==> src/rtl/cso_defines.vh <==
// Constants for the current sense output control block.
// Assumes a 100 MHz sys_clk and a 16-bit serial word from the host.
`ifndef CSO_DEFINES_VH
`define CSO_DEFINES_VH

// ==========================================
// Timing
`define CSO_CLK_MHZ      100
`define CSO_WDTO_MS      310
`define CSO_WDTO_CYC     (`CSO_WDTO_MS * 1000 * `CSO_CLK_MHZ)
`define CSO_WDTO_W       25
`define CSO_RST_MIN_US   10
`define CSO_RST_MIN_CYC  (`CSO_RST_MIN_US * `CSO_CLK_MHZ)
`define CSO_RST_CNT_W    11
`define CSO_OC_UNIT_US   1000
`define CSO_OC_UNIT_CYC  (`CSO_OC_UNIT_US * `CSO_CLK_MHZ)
`define CSO_OC_UNIT_W    17
`define CSO_PWM_TICK     8'hfa

// ==========================================
// Serial word layout
`define CSO_WORD_W       16
`define CSO_BITS_W       5
`define CSO_TOG_BIT      15
`define CSO_ADDR_HI      12
`define CSO_ADDR_LO      9
`define CSO_DATA_W       9
`define CSO_ADDR_GCR     4'h1
`define CSO_ADDR_CH0     4'h2
`define CSO_ADDR_OC0     4'h4

// ==========================================
// Register fields and reset values
`define CSO_GCR_SEL_LO   0
`define CSO_GCR_SEL_HI   1
`define CSO_GCR_TH_EN    2
`define CSO_GCR_WD_OFF   3
`define CSO_GCR_RST      9'h000
`define CSO_CH_ON        0
`define CSO_CH_MODE_LO   1
`define CSO_CH_MODE_HI   2
`define CSO_CH_MOTOR     3
`define CSO_CH_WIN_EN    4
`define CSO_CH_DUTY_LO   5
`define CSO_CH_DUTY_HI   8
`define CSO_CH_RST       9'h000
`define CSO_OC_HGT_LO    0
`define CSO_OC_HGT_HI    3
`define CSO_OC_LEN_LO    4
`define CSO_OC_LEN_HI    7
`define CSO_OC_RST       9'h011

// ==========================================
// Encodings
`define CSO_MODE_DIRECT  2'h0
`define CSO_MODE_INTCLK  2'h1
`define CSO_MODE_INTPWM  2'h2
`define CSO_MODE_EXTCLK  2'h3
`define CSO_SNS_OFF      2'h0
`define CSO_SNS_CH0      2'h1
`define CSO_SNS_CH1      2'h2
`define CSO_SNS_TEMP     2'h3
`define CSO_OC_STEPS     2'h3
`define CSO_OC_BASE      8'h10
`define CSO_CODE_W       8

`endif

==> src/rtl/cso_sense_ctrl.v <==
// Sense output control: configuration words, watchdog, fail-safe,
// channel switching and sense output selection with blanking.
// Assumes pins arrive asynchronous; current and temperature codes
// come digitised on sys_clk from the analog front end.
`timescale 1ns/1ps
`include "cso_defines.vh"

module cso_sense_ctrl #(
	parameter [`CSO_WDTO_W-1:0]    WDTO_CYC    = `CSO_WDTO_CYC,
	parameter [`CSO_OC_UNIT_W-1:0] OC_UNIT_CYC = `CSO_OC_UNIT_CYC
) (
	input  wire                   sys_clk,       // System clock, 100 MHz
	input  wire                   reset,         // Sync reset, active high
	input  wire                   chip_reset_n,  // Chip reset pin, active low
	input  wire                   spi_sclk,      // Serial clock pin
	input  wire                   select_n,      // Chip select pin, active low
	input  wire                   spi_si,        // Serial data pin
	input  wire [1:0]             direct_in,     // Direct input pins
	input  wire                   ext_clk,       // External PWM clock pin
	input  wire                   vdd_present,   // Digital supply present pin
	input  wire [`CSO_CODE_W-1:0] current_code0, // Channel 0 current code
	input  wire [`CSO_CODE_W-1:0] current_code1, // Channel 1 current code
	input  wire [`CSO_CODE_W-1:0] temp_code,     // Die temperature code
	output wire [1:0]             switch_output, // Channel gate drive
	output reg                    fail_safe,     // Fail-safe mode active
	output reg                    sense_oe,      // Sense output driven
	output reg  [1:0]             sense_sel,     // Analog mux selection
	output reg  [`CSO_CODE_W-1:0] sense_value,   // Value on sense output
	output wire [1:0]             oc_window,     // Overcurrent windows
	output wire [`CSO_CODE_W-1:0] oc_thresh0,    // Channel 0 threshold
	output wire [`CSO_CODE_W-1:0] oc_thresh1     // Channel 1 threshold
);

	// ==========================================
	// Declarations
	wire                     word_valid;
	wire [`CSO_WORD_W-1:0]   word_data;
	wire [3:0]               word_addr;
	wire [`CSO_DATA_W-1:0]   word_val;
	wire                     word_take;
	reg                      rstn_m_q, rstn_s_q, rstn_p_q;
	reg [1:0]                din_m_q, din_s_q;
	reg                      ext_m_q, ext_s_q, ext_p_q;
	reg                      vdd_m_q, vdd_s_q;
	reg [`CSO_RST_CNT_W-1:0] rst_low_q;
	wire                     rst_rise;
	wire                     cfg_clear;
	reg [`CSO_DATA_W-1:0]    gcr_q;
	reg                      wd_arm_q;
	reg                      tog_seen_q;
	reg                      tog_ref_q;
	reg [`CSO_WDTO_W-1:0]    wd_cnt_q;
	wire                     wd_kick;
	wire                     wd_expire;
	reg [7:0]                pre_q;
	reg [3:0]                int_phase_q;
	reg [3:0]                ext_phase_q;
	wire [2*`CSO_CODE_W-1:0] cur_all;
	wire [2*`CSO_CODE_W-1:0] present_all;
	wire [2*`CSO_CODE_W-1:0] thresh_all;
	wire [1:0]               sel_cfg;
	wire                     blank;

	assign word_addr = word_data[`CSO_ADDR_HI:`CSO_ADDR_LO];
	assign word_val  = word_data[`CSO_DATA_W-1:0];
	assign word_take = word_valid & rstn_s_q;
	assign cur_all   = {current_code1, current_code0};
	assign rst_rise  = ~rstn_p_q & rstn_s_q;
	assign cfg_clear = ~rstn_s_q && (rst_low_q == `CSO_RST_MIN_CYC);

	// ==========================================
	// Serial word receiver
	cso_spi_rx u_rx (
		.sys_clk    (sys_clk),
		.reset      (reset),
		.spi_sclk   (spi_sclk),
		.select_n   (select_n),
		.spi_si     (spi_si),
		.word_valid (word_valid),
		.word_data  (word_data)
	);

	// ==========================================
	// Pin synchronisers, two flops each; chip reset and ext_clk add a third for edge detect
	always @(posedge sys_clk) begin
		if (reset) begin
			{rstn_m_q, rstn_s_q, rstn_p_q} <= 3'h0;
			din_m_q  <= 2'h0;
			din_s_q  <= 2'h0;
			{ext_m_q, ext_s_q, ext_p_q}    <= 3'h0;
			{vdd_m_q, vdd_s_q}             <= 2'h0;
		end else begin
			rstn_m_q <= chip_reset_n;
			rstn_s_q <= rstn_m_q;
			rstn_p_q <= rstn_s_q;
			din_m_q  <= direct_in;
			din_s_q  <= din_m_q;
			ext_m_q  <= ext_clk;
			ext_s_q  <= ext_m_q;
			ext_p_q  <= ext_s_q;
			vdd_m_q  <= vdd_present;
			vdd_s_q  <= vdd_m_q;
		end
	end

	// Chip reset low-time filter; short glitches leave config alone
	always @(posedge sys_clk) begin
		if (reset) begin
			rst_low_q <= {`CSO_RST_CNT_W{1'b0}};
		end else if (rstn_s_q) begin
			rst_low_q <= {`CSO_RST_CNT_W{1'b0}};
		end else if (rst_low_q != `CSO_RST_MIN_CYC) begin
			rst_low_q <= rst_low_q + 1'b1;
		end
	end

	// ==========================================
	// Global configuration word
	always @(posedge sys_clk) begin
		if (reset || cfg_clear) begin
			gcr_q <= `CSO_GCR_RST;
		end else if (word_take && word_addr == `CSO_ADDR_GCR) begin
			gcr_q <= word_val;
		end
	end

	// ==========================================
	// Watchdog on the alternating first word bit
	// First word after release loads the reference and also counts as a kick
	assign wd_kick = word_take &&
		(!tog_seen_q || word_data[`CSO_TOG_BIT] != tog_ref_q);
	assign wd_expire = wd_arm_q && !gcr_q[`CSO_GCR_WD_OFF] &&
		(wd_cnt_q == WDTO_CYC - 1'b1);

	always @(posedge sys_clk) begin
		if (reset || !rstn_s_q) begin
			wd_arm_q   <= 1'b0;
			tog_seen_q <= 1'b0;
			tog_ref_q  <= 1'b0;
			wd_cnt_q   <= {`CSO_WDTO_W{1'b0}};
		end else begin
			if (rst_rise) begin
				wd_arm_q <= 1'b1;
			end
			if (wd_kick) begin
				tog_seen_q <= 1'b1;
				tog_ref_q  <= word_data[`CSO_TOG_BIT];
			end
			// Counter held at zero while disabled, frozen once in fail-safe
			if (rst_rise || wd_kick || gcr_q[`CSO_GCR_WD_OFF]) begin
				wd_cnt_q <= {`CSO_WDTO_W{1'b0}};
			end else if (wd_arm_q && !fail_safe) begin
				wd_cnt_q <= wd_cnt_q + 1'b1;
			end
		end
	end

	// Fail-safe holds until the chip reset pin goes low
	// No software exit: a lost host could not be trusted to clear it
	always @(posedge sys_clk) begin
		if (reset || !rstn_s_q) begin
			fail_safe <= 1'b0;
		end else if (wd_expire) begin
			fail_safe <= 1'b1;
		end
	end

	// ==========================================
	// Shared PWM phase: internal prescaled, external edge counted
	always @(posedge sys_clk) begin
		if (reset) begin
			pre_q       <= 8'h00;
			int_phase_q <= 4'h0;
			ext_phase_q <= 4'h0;
		end else begin
			if (pre_q == `CSO_PWM_TICK - 8'h01) begin
				pre_q       <= 8'h00;
				int_phase_q <= int_phase_q + 4'h1;
			end else begin
				pre_q <= pre_q + 8'h01;
			end
			if (ext_s_q && !ext_p_q) begin
				ext_phase_q <= ext_phase_q + 4'h1;
			end
		end
	end

	// ==========================================
	// Per-channel config, switching, hold and profile
	genvar g;
	generate
		for (g = 0; g < 2; g = g + 1) begin : g_ch
			// Word addresses per channel, kept at the 4-bit width of word_addr
			localparam [3:0] CH_ADDR = (g == 0) ? `CSO_ADDR_CH0 : `CSO_ADDR_CH0 + 4'h1;
			localparam [3:0] OC_ADDR = (g == 0) ? `CSO_ADDR_OC0 : `CSO_ADDR_OC0 + 4'h1;
			reg [`CSO_DATA_W-1:0]  cfg_q;
			reg [`CSO_DATA_W-1:0]  occ_q;
			reg                    sw_q;
			reg                    want;
			reg [`CSO_CODE_W-1:0]  held_q;
			wire [1:0]             mode;
			wire [3:0]             duty;
			wire                   spi_on;
			wire [`CSO_CODE_W-1:0] cur;

			assign mode   = cfg_q[`CSO_CH_MODE_HI:`CSO_CH_MODE_LO];
			assign duty   = cfg_q[`CSO_CH_DUTY_HI:`CSO_CH_DUTY_LO];
			assign spi_on = cfg_q[`CSO_CH_ON];
			assign cur    = cur_all[g*`CSO_CODE_W +: `CSO_CODE_W];

			// Channel words; long chip reset drops serial turn-on
			always @(posedge sys_clk) begin
				if (reset || cfg_clear) begin
					cfg_q <= `CSO_CH_RST;
					occ_q <= `CSO_OC_RST;
				end else if (word_take) begin
					if (word_addr == CH_ADDR) begin
						cfg_q <= word_val;
					end
					if (word_addr == OC_ADDR) begin
						occ_q <= word_val;
					end
				end
			end

			// Mode select; fail-safe hands control to the direct pin
			always @* begin
				case (mode)
				`CSO_MODE_DIRECT: want = din_s_q[g];
				`CSO_MODE_INTCLK: want = spi_on;
				`CSO_MODE_INTPWM: want = spi_on && (int_phase_q < duty);
				`CSO_MODE_EXTCLK: want = spi_on && (ext_phase_q < duty);
				default:          want = 1'b0;
				endcase
				if (fail_safe) begin
					want = din_s_q[g];
				end
			end

			// Gate drive and track-and-hold sample while on
			// Sampling every on cycle leaves the last one before turn-off held
			always @(posedge sys_clk) begin
				if (reset) begin
					sw_q   <= 1'b0;
					held_q <= {`CSO_CODE_W{1'b0}};
				end else begin
					sw_q <= want;
					if (sw_q) begin
						held_q <= cur;
					end
				end
			end

			// Held code only while off; a live code would read zero load current
			assign switch_output[g] = sw_q;
			assign present_all[g*`CSO_CODE_W +: `CSO_CODE_W] =
				(!sw_q && gcr_q[`CSO_GCR_TH_EN]) ? held_q : cur;

			cso_oc_profile #(
				.UNIT_CYC (OC_UNIT_CYC)
			) u_oc (
				.sys_clk     (sys_clk),
				.reset       (reset),
				.sw_on       (sw_q),
				.motor_load  (cfg_q[`CSO_CH_MOTOR]),
				.win_en      (cfg_q[`CSO_CH_WIN_EN]),
				.step_height (occ_q[`CSO_OC_HGT_HI:`CSO_OC_HGT_LO]),
				.step_len    (occ_q[`CSO_OC_LEN_HI:`CSO_OC_LEN_LO]),
				.oc_window   (oc_window[g]),
				.oc_thresh   (thresh_all[g*`CSO_CODE_W +: `CSO_CODE_W])
			);
		end
	endgenerate

	// Per-channel thresholds back out to their own ports
	assign oc_thresh0 = thresh_all[`CSO_CODE_W-1:0];
	assign oc_thresh1 = thresh_all[2*`CSO_CODE_W-1:`CSO_CODE_W];

	// ==========================================
	// Sense output selection and blanking
	// Blanking wins over select and held value alike
	assign sel_cfg = {gcr_q[`CSO_GCR_SEL_HI], gcr_q[`CSO_GCR_SEL_LO]};
	assign blank   = (|oc_window) || fail_safe || !vdd_s_q;

	always @(posedge sys_clk) begin
		if (reset) begin
			sense_oe    <= 1'b0;
			sense_sel   <= `CSO_SNS_OFF;
			sense_value <= {`CSO_CODE_W{1'b0}};
		end else begin
			sense_sel <= sel_cfg;
			sense_oe  <= (sel_cfg != `CSO_SNS_OFF) && !blank;
			case (sel_cfg)
			`CSO_SNS_CH0:  sense_value <= present_all[`CSO_CODE_W-1:0];
			`CSO_SNS_CH1:  sense_value <=
				present_all[2*`CSO_CODE_W-1:`CSO_CODE_W];
			`CSO_SNS_TEMP: sense_value <= temp_code;
			default:       sense_value <= {`CSO_CODE_W{1'b0}};
			endcase
		end
	end

endmodule

==> src/rtl/cso_spi_rx.v <==
// Serial word receiver for the sense control block.
// Assumes sclk, select_n and si are pins sampled by sys_clk, far slower.
`timescale 1ns/1ps
`include "cso_defines.vh"

module cso_spi_rx (
	input  wire                   sys_clk,    // System clock
	input  wire                   reset,      // Sync reset, active high
	input  wire                   spi_sclk,   // Serial clock pin
	input  wire                   select_n,   // Chip select pin, active low
	input  wire                   spi_si,     // Serial data pin
	output reg                    word_valid, // One-cycle pulse, word done
	output reg  [`CSO_WORD_W-1:0] word_data   // Last complete word
);

	reg                   sclk_m_q, sclk_s_q, sclk_p_q;
	reg                   sel_m_q, sel_s_q, sel_p_q;
	reg                   si_m_q, si_s_q;
	reg [`CSO_WORD_W-1:0] shift_q;
	reg [`CSO_BITS_W-1:0] cnt_q;
	wire                  sclk_fall;
	wire                  sel_rise;

	assign sclk_fall = sclk_p_q & ~sclk_s_q;
	assign sel_rise  = ~sel_p_q & sel_s_q;

	// ==========================================
	// Pin synchronisers, second stage feeds logic
	always @(posedge sys_clk) begin
		if (reset) begin
			{sclk_m_q, sclk_s_q, sclk_p_q} <= 3'h0;
			{sel_m_q, sel_s_q, sel_p_q}    <= 3'h7;
			{si_m_q, si_s_q}               <= 2'h0;
		end else begin
			sclk_m_q <= spi_sclk;
			sclk_s_q <= sclk_m_q;
			sclk_p_q <= sclk_s_q;
			sel_m_q  <= select_n;
			sel_s_q  <= sel_m_q;
			sel_p_q  <= sel_s_q;
			si_m_q   <= spi_si;
			si_s_q   <= si_m_q;
		end
	end

	// ==========================================
	// Shift on sclk fall, deliver on select rise
	// Words of the wrong length are dropped whole
	always @(posedge sys_clk) begin
		if (reset) begin
			shift_q    <= {`CSO_WORD_W{1'b0}};
			cnt_q      <= {`CSO_BITS_W{1'b0}};
			word_valid <= 1'b0;
			word_data  <= {`CSO_WORD_W{1'b0}};
		end else begin
			word_valid <= 1'b0;
			if (sel_s_q) begin
				cnt_q <= {`CSO_BITS_W{1'b0}};
			end else if (sclk_fall) begin
				shift_q <= {shift_q[`CSO_WORD_W-2:0], si_s_q};
				if (cnt_q != {`CSO_BITS_W{1'b1}}) begin
					cnt_q <= cnt_q + 5'h01;
				end
			end
			if (sel_rise && cnt_q == `CSO_WORD_W) begin
				word_valid <= 1'b1;
				word_data  <= shift_q;
			end
		end
	end

endmodule

==> src/rtl/cso_oc_profile.v <==
// Overcurrent threshold profile for one channel.
// Assumes sw_on is a registered switch state on sys_clk.
`timescale 1ns/1ps
`include "cso_defines.vh"

module cso_oc_profile #(
	parameter [`CSO_OC_UNIT_W-1:0] UNIT_CYC = `CSO_OC_UNIT_CYC
) (
	input  wire                  sys_clk,     // System clock
	input  wire                  reset,       // Sync reset, active high
	input  wire                  sw_on,       // Channel switched on
	input  wire                  motor_load,  // 1 motor profile, 0 bulb
	input  wire                  win_en,      // Motor window enable
	input  wire [3:0]            step_height, // Threshold step height
	input  wire [3:0]            step_len,    // Step length in units, minus one
	output reg                   oc_window,   // Profile window active
	output reg  [`CSO_CODE_W-1:0] oc_thresh   // Threshold code
);

	reg                      on_p_q;
	reg [`CSO_OC_UNIT_W-1:0] unit_q;
	reg [3:0]                len_q;
	reg [1:0]                level_q;
	reg [1:0]                level_d;
	wire                     unit_done;
	wire                     step_done;

	assign unit_done = (unit_q == UNIT_CYC - 1'b1);
	assign step_done = unit_done && (len_q == step_len);

	// Next level: bulbs walk down one stair, motors drop at once
	always @* begin
		level_d = level_q;
		if (!sw_on) begin
			level_d = 2'h0;
		end else if (!on_p_q) begin
			level_d = (motor_load && !win_en) ? 2'h0 : `CSO_OC_STEPS;
		end else if (step_done && level_q != 2'h0) begin
			level_d = motor_load ? 2'h0 : level_q - 2'h1;
		end
	end

	// ==========================================
	// Step timer and registered outputs
	always @(posedge sys_clk) begin
		if (reset) begin
			on_p_q    <= 1'b0;
			unit_q    <= {`CSO_OC_UNIT_W{1'b0}};
			len_q     <= 4'h0;
			level_q   <= 2'h0;
			oc_window <= 1'b0;
			oc_thresh <= `CSO_OC_BASE;
		end else begin
			on_p_q  <= sw_on;
			level_q <= level_d;
			if (!sw_on || !on_p_q || unit_done) begin
				unit_q <= {`CSO_OC_UNIT_W{1'b0}};
			end else begin
				unit_q <= unit_q + 1'b1;
			end
			if (!sw_on || !on_p_q || step_done) begin
				len_q <= 4'h0;
			end else if (unit_done) begin
				len_q <= len_q + 4'h1;
			end
			oc_window <= (level_d != 2'h0);
			// Six-bit product: top level times top height must not wrap
			oc_thresh <= `CSO_OC_BASE + ({4'h0, level_d} * {2'h0, step_height});
		end
	end

endmodule

==> config.mk <==
export PLATFORM = sky130hd
export DESIGN_NAME = cso_sense_ctrl
export DESIGN_NICKNAME = d
export VERILOG_FILES = /design/src/rtl/cso_sense_ctrl.v /design/src/rtl/cso_spi_rx.v /design/src/rtl/cso_oc_profile.v
export VERILOG_INCLUDE_DIRS = /design/src /design/src/rtl
export SDC_FILE = /design/constraint.sdc
export NUM_CORES = 1
export LEC_CHECK = 0
export ABC_CLOCK_PERIOD_IN_PS = 3700
export CORE_ASPECT_RATIO = 0.5
export CORE_MARGIN = 2
export CORE_UTILIZATION = 30
export CTS_CLUSTER_SIZE = 24
export DETAILED_ROUTE_END_ITERATION = 7
export DONT_BUFFER_PORTS = 1
export SYNTH_ARGS = -nofsm -noshare
export SYNTH_HDL_FRONTEND = slang
export SYNTH_SLANG_ARGS = --single-unit
==> constraint.sdc <==
create_clock -name sys_clk -period 3.7 [get_ports sys_clk]
set_input_delay 0.74 -clock sys_clk [delete_from_list [all_inputs] [get_ports sys_clk]]
set_output_delay 0.74 -clock sys_clk [all_outputs]
set_load 0.005 [all_outputs]
* After elaboration in Yosys (flattened, before gate mapping) *
Index checks and enable logic that the tools add are counted.

operators by class
  add/sub/neg operators = 14
  multiply operators = 2
  $lt $le $gt $ge = 4
  equality and inequality tests = 25
  multiplexer cells = 18
  bitwise logic cells = 9
  reductions and logical operators = 69

operators by type and width
  operator                                                number
  adder 17 x 1 -> 17 bit (second input constant)          2
  equality test 17 bit (second input constant)            2
  adder 25 x 1 -> 25 bit (second input constant)          1
  equality test 25 bit (second input constant)            1
  case mux 8 bit (3 select lines)                         1
  logical AND 1 bit                                       21
  2-to-1 mux 2 bit                                        10
  OR reduction 2 bit                                      9
  adder 4 x 1 -> 4 bit (second input constant)            4
  less-than comparator 4 bit                              4
  2-to-1 mux 8 bit                                        2
  adder 5 x 6 -> 7 bit (first input constant)             2
  logical NOT 1 bit                                       13
  logical OR 1 bit                                        13
  equality test 2 bit (second input constant)             6
  multiplier 2 x 4 -> 6 bit                               2
  AND reduction 2 bit                                     6
  adder 11 x 1 -> 11 bit (second input constant)          1
  equality test 11 x 10 -> 1 bit (second input constant)  1
  != test 11 x 10 -> 1 bit (second input constant)        1
  nonzero test 2 bit                                      5
  adder 8 x 1 -> 8 bit (second input constant)            1
  equality test 4 x 2 -> 1 bit (second input constant)    2
  equality test 4 x 3 -> 1 bit (second input constant)    2
  other kinds (14)                                        29

storage, ports and cells
  bits in registers = 247
  input port bits = 34
  output and inout bits = 32
  logic and storage cells = 196

* Logic depth before layout (Yosys ltp) *
  word-level depth = 8
  mapped depth = 13
  mapped depth without buffers = 13

* Cells and area by module *
From an unflattened synthesis, not the netlist that was laid out.

unflattened totals
  cell total of the unflattened synthesis = 1166
  area, all modules = 11008.1 um2

modules (own cells, without submodules)
  module          instances  cells an instance  area each (um2)  sequential area each (um2)
  cso_sense_ctrl  1          624                5901.9           2702.6
  cso_oc_profile  2          177                1631.6           640.6
  cso_spi_rx      1          188                1843.0           920.9

* Worst setup path before layout *
No wires, ideal clock.

  path type = reg2reg
  start point = register g_ch[0].u_oc.unit_q[6]
  end point = register g_ch[0].u_oc.oc_thresh[5]
  library setup time = 121 ps
  arrival time = 3217 ps
  data required time = 3579 ps
  slack = 361 ps
  stages on the path, launching flop included = 13
  buffers on the path = 0
  period minus slack after synthesis = 3339 ps
  path through = dfxtp_1 > or4b_4 > nor4_4 > o211ai_1 > mux2i_2 > nor3_1 > and2_1 > ha_1 > ha_1 > a21o_1 > a21oi_1 > nor2_1 > mux2_4

on the way
  cells in the longest elaborated chain, start to end = 8

RTL lines
  what                            line                 source
  start, declared                 cso_oc_profile.v:21  reg [`CSO_OC_UNIT_W-1:0] unit_q;
  start signal, assigned          cso_oc_profile.v:48  unit_q <= {`CSO_OC_UNIT_W{1'b0}};
  start signal, assigned          cso_oc_profile.v:57  unit_q <= {`CSO_OC_UNIT_W{1'b0}};
  start signal, assigned          cso_oc_profile.v:59  unit_q <= unit_q + 1'b1;
  equality test 17 bit            cso_oc_profile.v:28  assign unit_done = (unit_q == UNIT_CYC - 1'b1);
  logical AND 1 bit               cso_oc_profile.v:29  assign step_done = unit_done && (len_q == step_len);
  logical AND 1 bit               cso_oc_profile.v:38  end else if (step_done && level_q != 2'h0) begin
  2-to-1 mux 2 bit                cso_oc_profile.v:38
  2-to-1 mux 2 bit                cso_oc_profile.v:36  end else if (!on_p_q) begin
  2-to-1 mux 2 bit                cso_oc_profile.v:34  if (!sw_on) begin
  multiplier 2 x 4 -> 6 bit       cso_oc_profile.v:68  oc_thresh <= `CSO_OC_BASE + ({4'h0, level_d} * {2'h0, step_height});
  adder 5 x 6 -> 7 bit (no line)  -
  end signal, assigned            cso_oc_profile.v:52  oc_thresh <= `CSO_OC_BASE;
  end signal, assigned            cso_oc_profile.v:68
  end, declared                   cso_oc_profile.v:17  output reg [`CSO_CODE_W-1:0] oc_thresh

No other way between the ends.
A chain may end at the register's enable or synchronous reset.

* Worst setup path after layout *
Ends and elaborated chain as after synthesis.

==> results.sh <==
export IMPL_setup_ws_ns=0.342
export IMPL_ios=66
export IMPL_relSlewSlack_pct=30.5
export IMPL_synth_cell_types=58
export IMPL_comb_power_share_pct=1.5
export IMPL_clock_skew_ns=0.0125
export IMPL_die_area_um2=36200
export IMPL_cts_root_buf="clkbuf_16"
export IMPL_antenna_found_initial=0
export IMPL_grt_pass1_wl_mm=33.6
export IMPL_ff2ff_setup_slack_ns=0.34
export IMPL_hpwl_mm=13.8
export IMPL_synth_edf_count=0
export IMPL_p_int_mw=4.05
export IMPL_rsz0062_at_grt="false"
export IMPL_power_frac_clock_pct=46.5
export IMPL_postRouteAntennaNets=0
export IMPL_numClockSinks=243
export IMPL_area_growth_pct=11.4
export IMPL_clkTransAtPathRegs_ns=0.06
export IMPL_grt_overflow_total=0
export IMPL_critPathTopFamily="simple AND/OR/NAND/NOR gates"
export IMPL_synth_yosys_warnings=0
export IMPL_pwr_share_seq_pct=52.0
export IMPL_cts_buffers=24
export IMPL_worst_path_buf_inv=1
export IMPL_netlist_area_um2=10400
export IMPL_finalSetupViolations=0
export IMPL_pre_cts_slack_ns=0.292
export IMPL_setup_tns_ns=0
export IMPL_syn_inst=1136
export IMPL_synth_area_leader_cell="dfxtp_1"
export IMPL_gp_congestion=0.756
export IMPL_startpoint_type="register"
export IMPL_n_antenna_cell=0
export IMPL_hold_buffers=0
export IMPL_hold_class="input pin to register"
export IMPL_synth_avg_cell_area_um2=9.14
export IMPL_swShare_pct=20.5
export IMPL_critPathMaxStageDelay_ns=0.56
export IMPL_vias=7088
export IMPL_crit_chain="or4b_4, nor4_4, buf_4, nor2_1, nor3_1, and2_1, ha_1, ha_1, a21o_1, a21oi_1, nor2_1, mux2_4"
export IMPL_crit_path_max_fanout=6
export IMPL_htree_levels=1
export IMPL_final_common_cell="dfxtp_1"
export IMPL_drc=0
export IMPL_worstPathRequired_ns=4.10
export IMPL_final_hold_viol_count=0
export IMPL_drt_pass1_iterations=4
export IMPL_fin_total_pwr_mw=5.10
export IMPL_worst_setup_path_end_kind="register"
export IMPL_maxSlewViolCount=0
export IMPL_maxCapViolCount=0
export IMPL_clkLatencyLatePin_ns=0.52
export IMPL_core_area_um2=34300
export IMPL_ir_worst_vdd_v=0.000297
export IMPL_layout_drive_gt1_share_pct=5.38
export IMPL_cp_arrival_ns=3.76
export IMPL_synthTopCellsByArea="dfxtp_1 47%, mux2i_1 9.0%, nor2_1 8.0%"
export IMPL_slowest_stage="or4b_4"
export IMPL_power_switching_mw=1.05
export IMPL_drtIter0Drc=301
export IMPL_ys_seq_area_share_pct=46.9
export IMPL_fmax_mhz=298
export IMPL_synth_ff_type="dfxtp_1"
export IMPL_io_buffers=0
export IMPL_nets=1196
export IMPL_vias_per_cell=4.41
export IMPL_fp_dieW_um=267
export IMPL_post_drt_wl_per_cell_um=12.6
export IMPL_grt_pass1_vias=6667
export IMPL_async_reset_ff_share_pct=0
export IMPL_clockBufferDepth=3
export IMPL_initial_utilization_pct=30.3
export IMPL_fp_row_count=48
export IMPL_critical_path_class="register to register"
export IMPL_p_leak_nw=4.32
export IMPL_grt_max_degree=109
export IMPL_ys_seq_elements=243
export IMPL_grtUsageTotal_pct=11.2
export IMPL_synth_top_area_share_pct=46.9
export IMPL_min_period_ns=3.36
export IMPL_worstMarginPinSlew_ns=1.04
export IMPL_die_h_um=136
export IMPL_cts_tree="yes"
export IMPL_fin_crit_sh_pct=90.7
export IMPL_status="finished, final reports clean"
export IMPL_wl_mm=20.3
export IMPL_layout_common_cells="243 x dfxtp_1, 221 x nor2_1, 97 x nand2_1, 93 x mux2i_1, 48 x xor2_1"
export IMPL_p_per_area_nw_per_um2=441
==> worst reg2reg max path: cells and delay by family (launching register included) <==
family,cells,cell delay (ns)
and+or+nand+nor,6,1.52
adders and majority gates,2,0.57
DFF,1,0.35
AOI/OAI and AO/OA,2,0.34
muxes,1,0.26
buffers and inverters,1,0.21
==> area by class of cell <==
type                            instances  area [um2]
Clock buffer                           36         706
Clock inverter                          4        58.8
Fill cell                            3519       22700
Inverter                               36         135
Multi-Input combinational cell        809        5160
Sequential cell                       243        4860
Tap cell                              475         594
Timing Repair Buffer                    5        37.5
==> metrics by stage <==
stage / instances / util (%) / hold WS (ns) / instance area, um2
after CTS: 1608 / 33.7 / 0.268 / 11600
final: 1608 / 33.7 / 0.286 / 11600
after detailed placement: 1568 / 31.5 / 0.405 / 10800
after floorplan: 1137 / - / 0.389 / 10400
after global routing: 1608 / 33.7 / 0.269 / 11600
after global placement: 1568 / 31.5 / 0.402 / 10800
==> Yosys cell counts, types with 7 or more instances <==
master      n
nand4_1    25
clkbuf_1   35
dfxtp_1   243
nand3_1    25
xnor2_1    42
nand2_1    97
nor3_1     12
inv_1      35
nor4_1      7
nor2b_1    34
xor2_1     48
or2_2       7
ha_1       41
nor2_1    221
a21oi_1    40
or3_1       8
nand2b_1   15
a21o_1      7
mux2i_1    93
and2_1     16
o21ai_0    19
==> routing by layer <==
metal / share of wire (%) / global-route usage (%)
met5: 0 / 0
met4: 1.9 / 2.81
met3: 2.8 / 1.67
met2: 45 / 18.9
met1: 50 / 15.1
==> power groups by stage <==
stage / Combinational [mW] / Clock [mW] / Sequential [mW]
floorplan: 0.0812 / 0 / 2.71
global placement: 0.0752 / 0 / 2.71
detailed placement: 0.0754 / 0 / 2.71
CTS: 0.0757 / 2.45 / 2.65
global route: 0.0850 / 2.56 / 2.65
finish: 0.0742 / 2.37 / 2.65
==> logic make-up (layout without fill, tap and decap cells) <==
kind of cell | Yosys count | in the layout | synth area share [%]
AO/OA/AOI/OAI | 79 | 79 | 4.42
XOR/XNOR | 90 | 90 | 7.59
adder cells (fa/ha/maj) | 43 | 43 | 5.33
buffers and inverters | 85 | 81 | 3.46
flip-flops | 243 | 243 | 46.9
multiplexers | 96 | 96 | 9.35
other | 1 | 2 | 0.0361
AND/OR/NAND/NOR | 499 | 499 | 22.9
==> registers in the layout, indices dropped and copies added (netlist names), 4 cells and up <==
signal and cells:
ext_phase_q 4, g_ch.cfg_q 18, g_ch.held_q 16, g_ch.occ_q 16, g_ch.u_oc.len_q 8, g_ch.u_oc.level_q 4, g_ch.u_oc.oc_thresh 14, g_ch.u_oc.unit_q 34
gcr_q 4, int_phase_q 4, pre_q 8, rst_low_q 11, sense_value 8, u_rx.cnt_q 5, u_rx.shift_q 16, u_rx.word_data 14
wd_cnt_q 25
==> worst paths after layout <==
kind                                             endpoint                   start  depth (start not counted)
worst max-delay path            g_ch[0].u_oc.oc_thresh[5]  g_ch[0].u_oc.unit_q[6]                         12
worst min-delay path                        u_rx.sclk_m_q                   reset                          1
worst max register to register  g_ch[0].u_oc.oc_thresh[5]  g_ch[0].u_oc.unit_q[6]                         12
worst min register to register               u_rx.sel_s_q            u_rx.sel_m_q                          1
==> repair_timing <==
action / 4_1_cts / 5_1_grt
endpoints found under the setup margin: 0 / 1
setup buffers: 0 / 0
resized for setup: 0 / 1
Note: power is estimated with default switching activity, not from simulation.
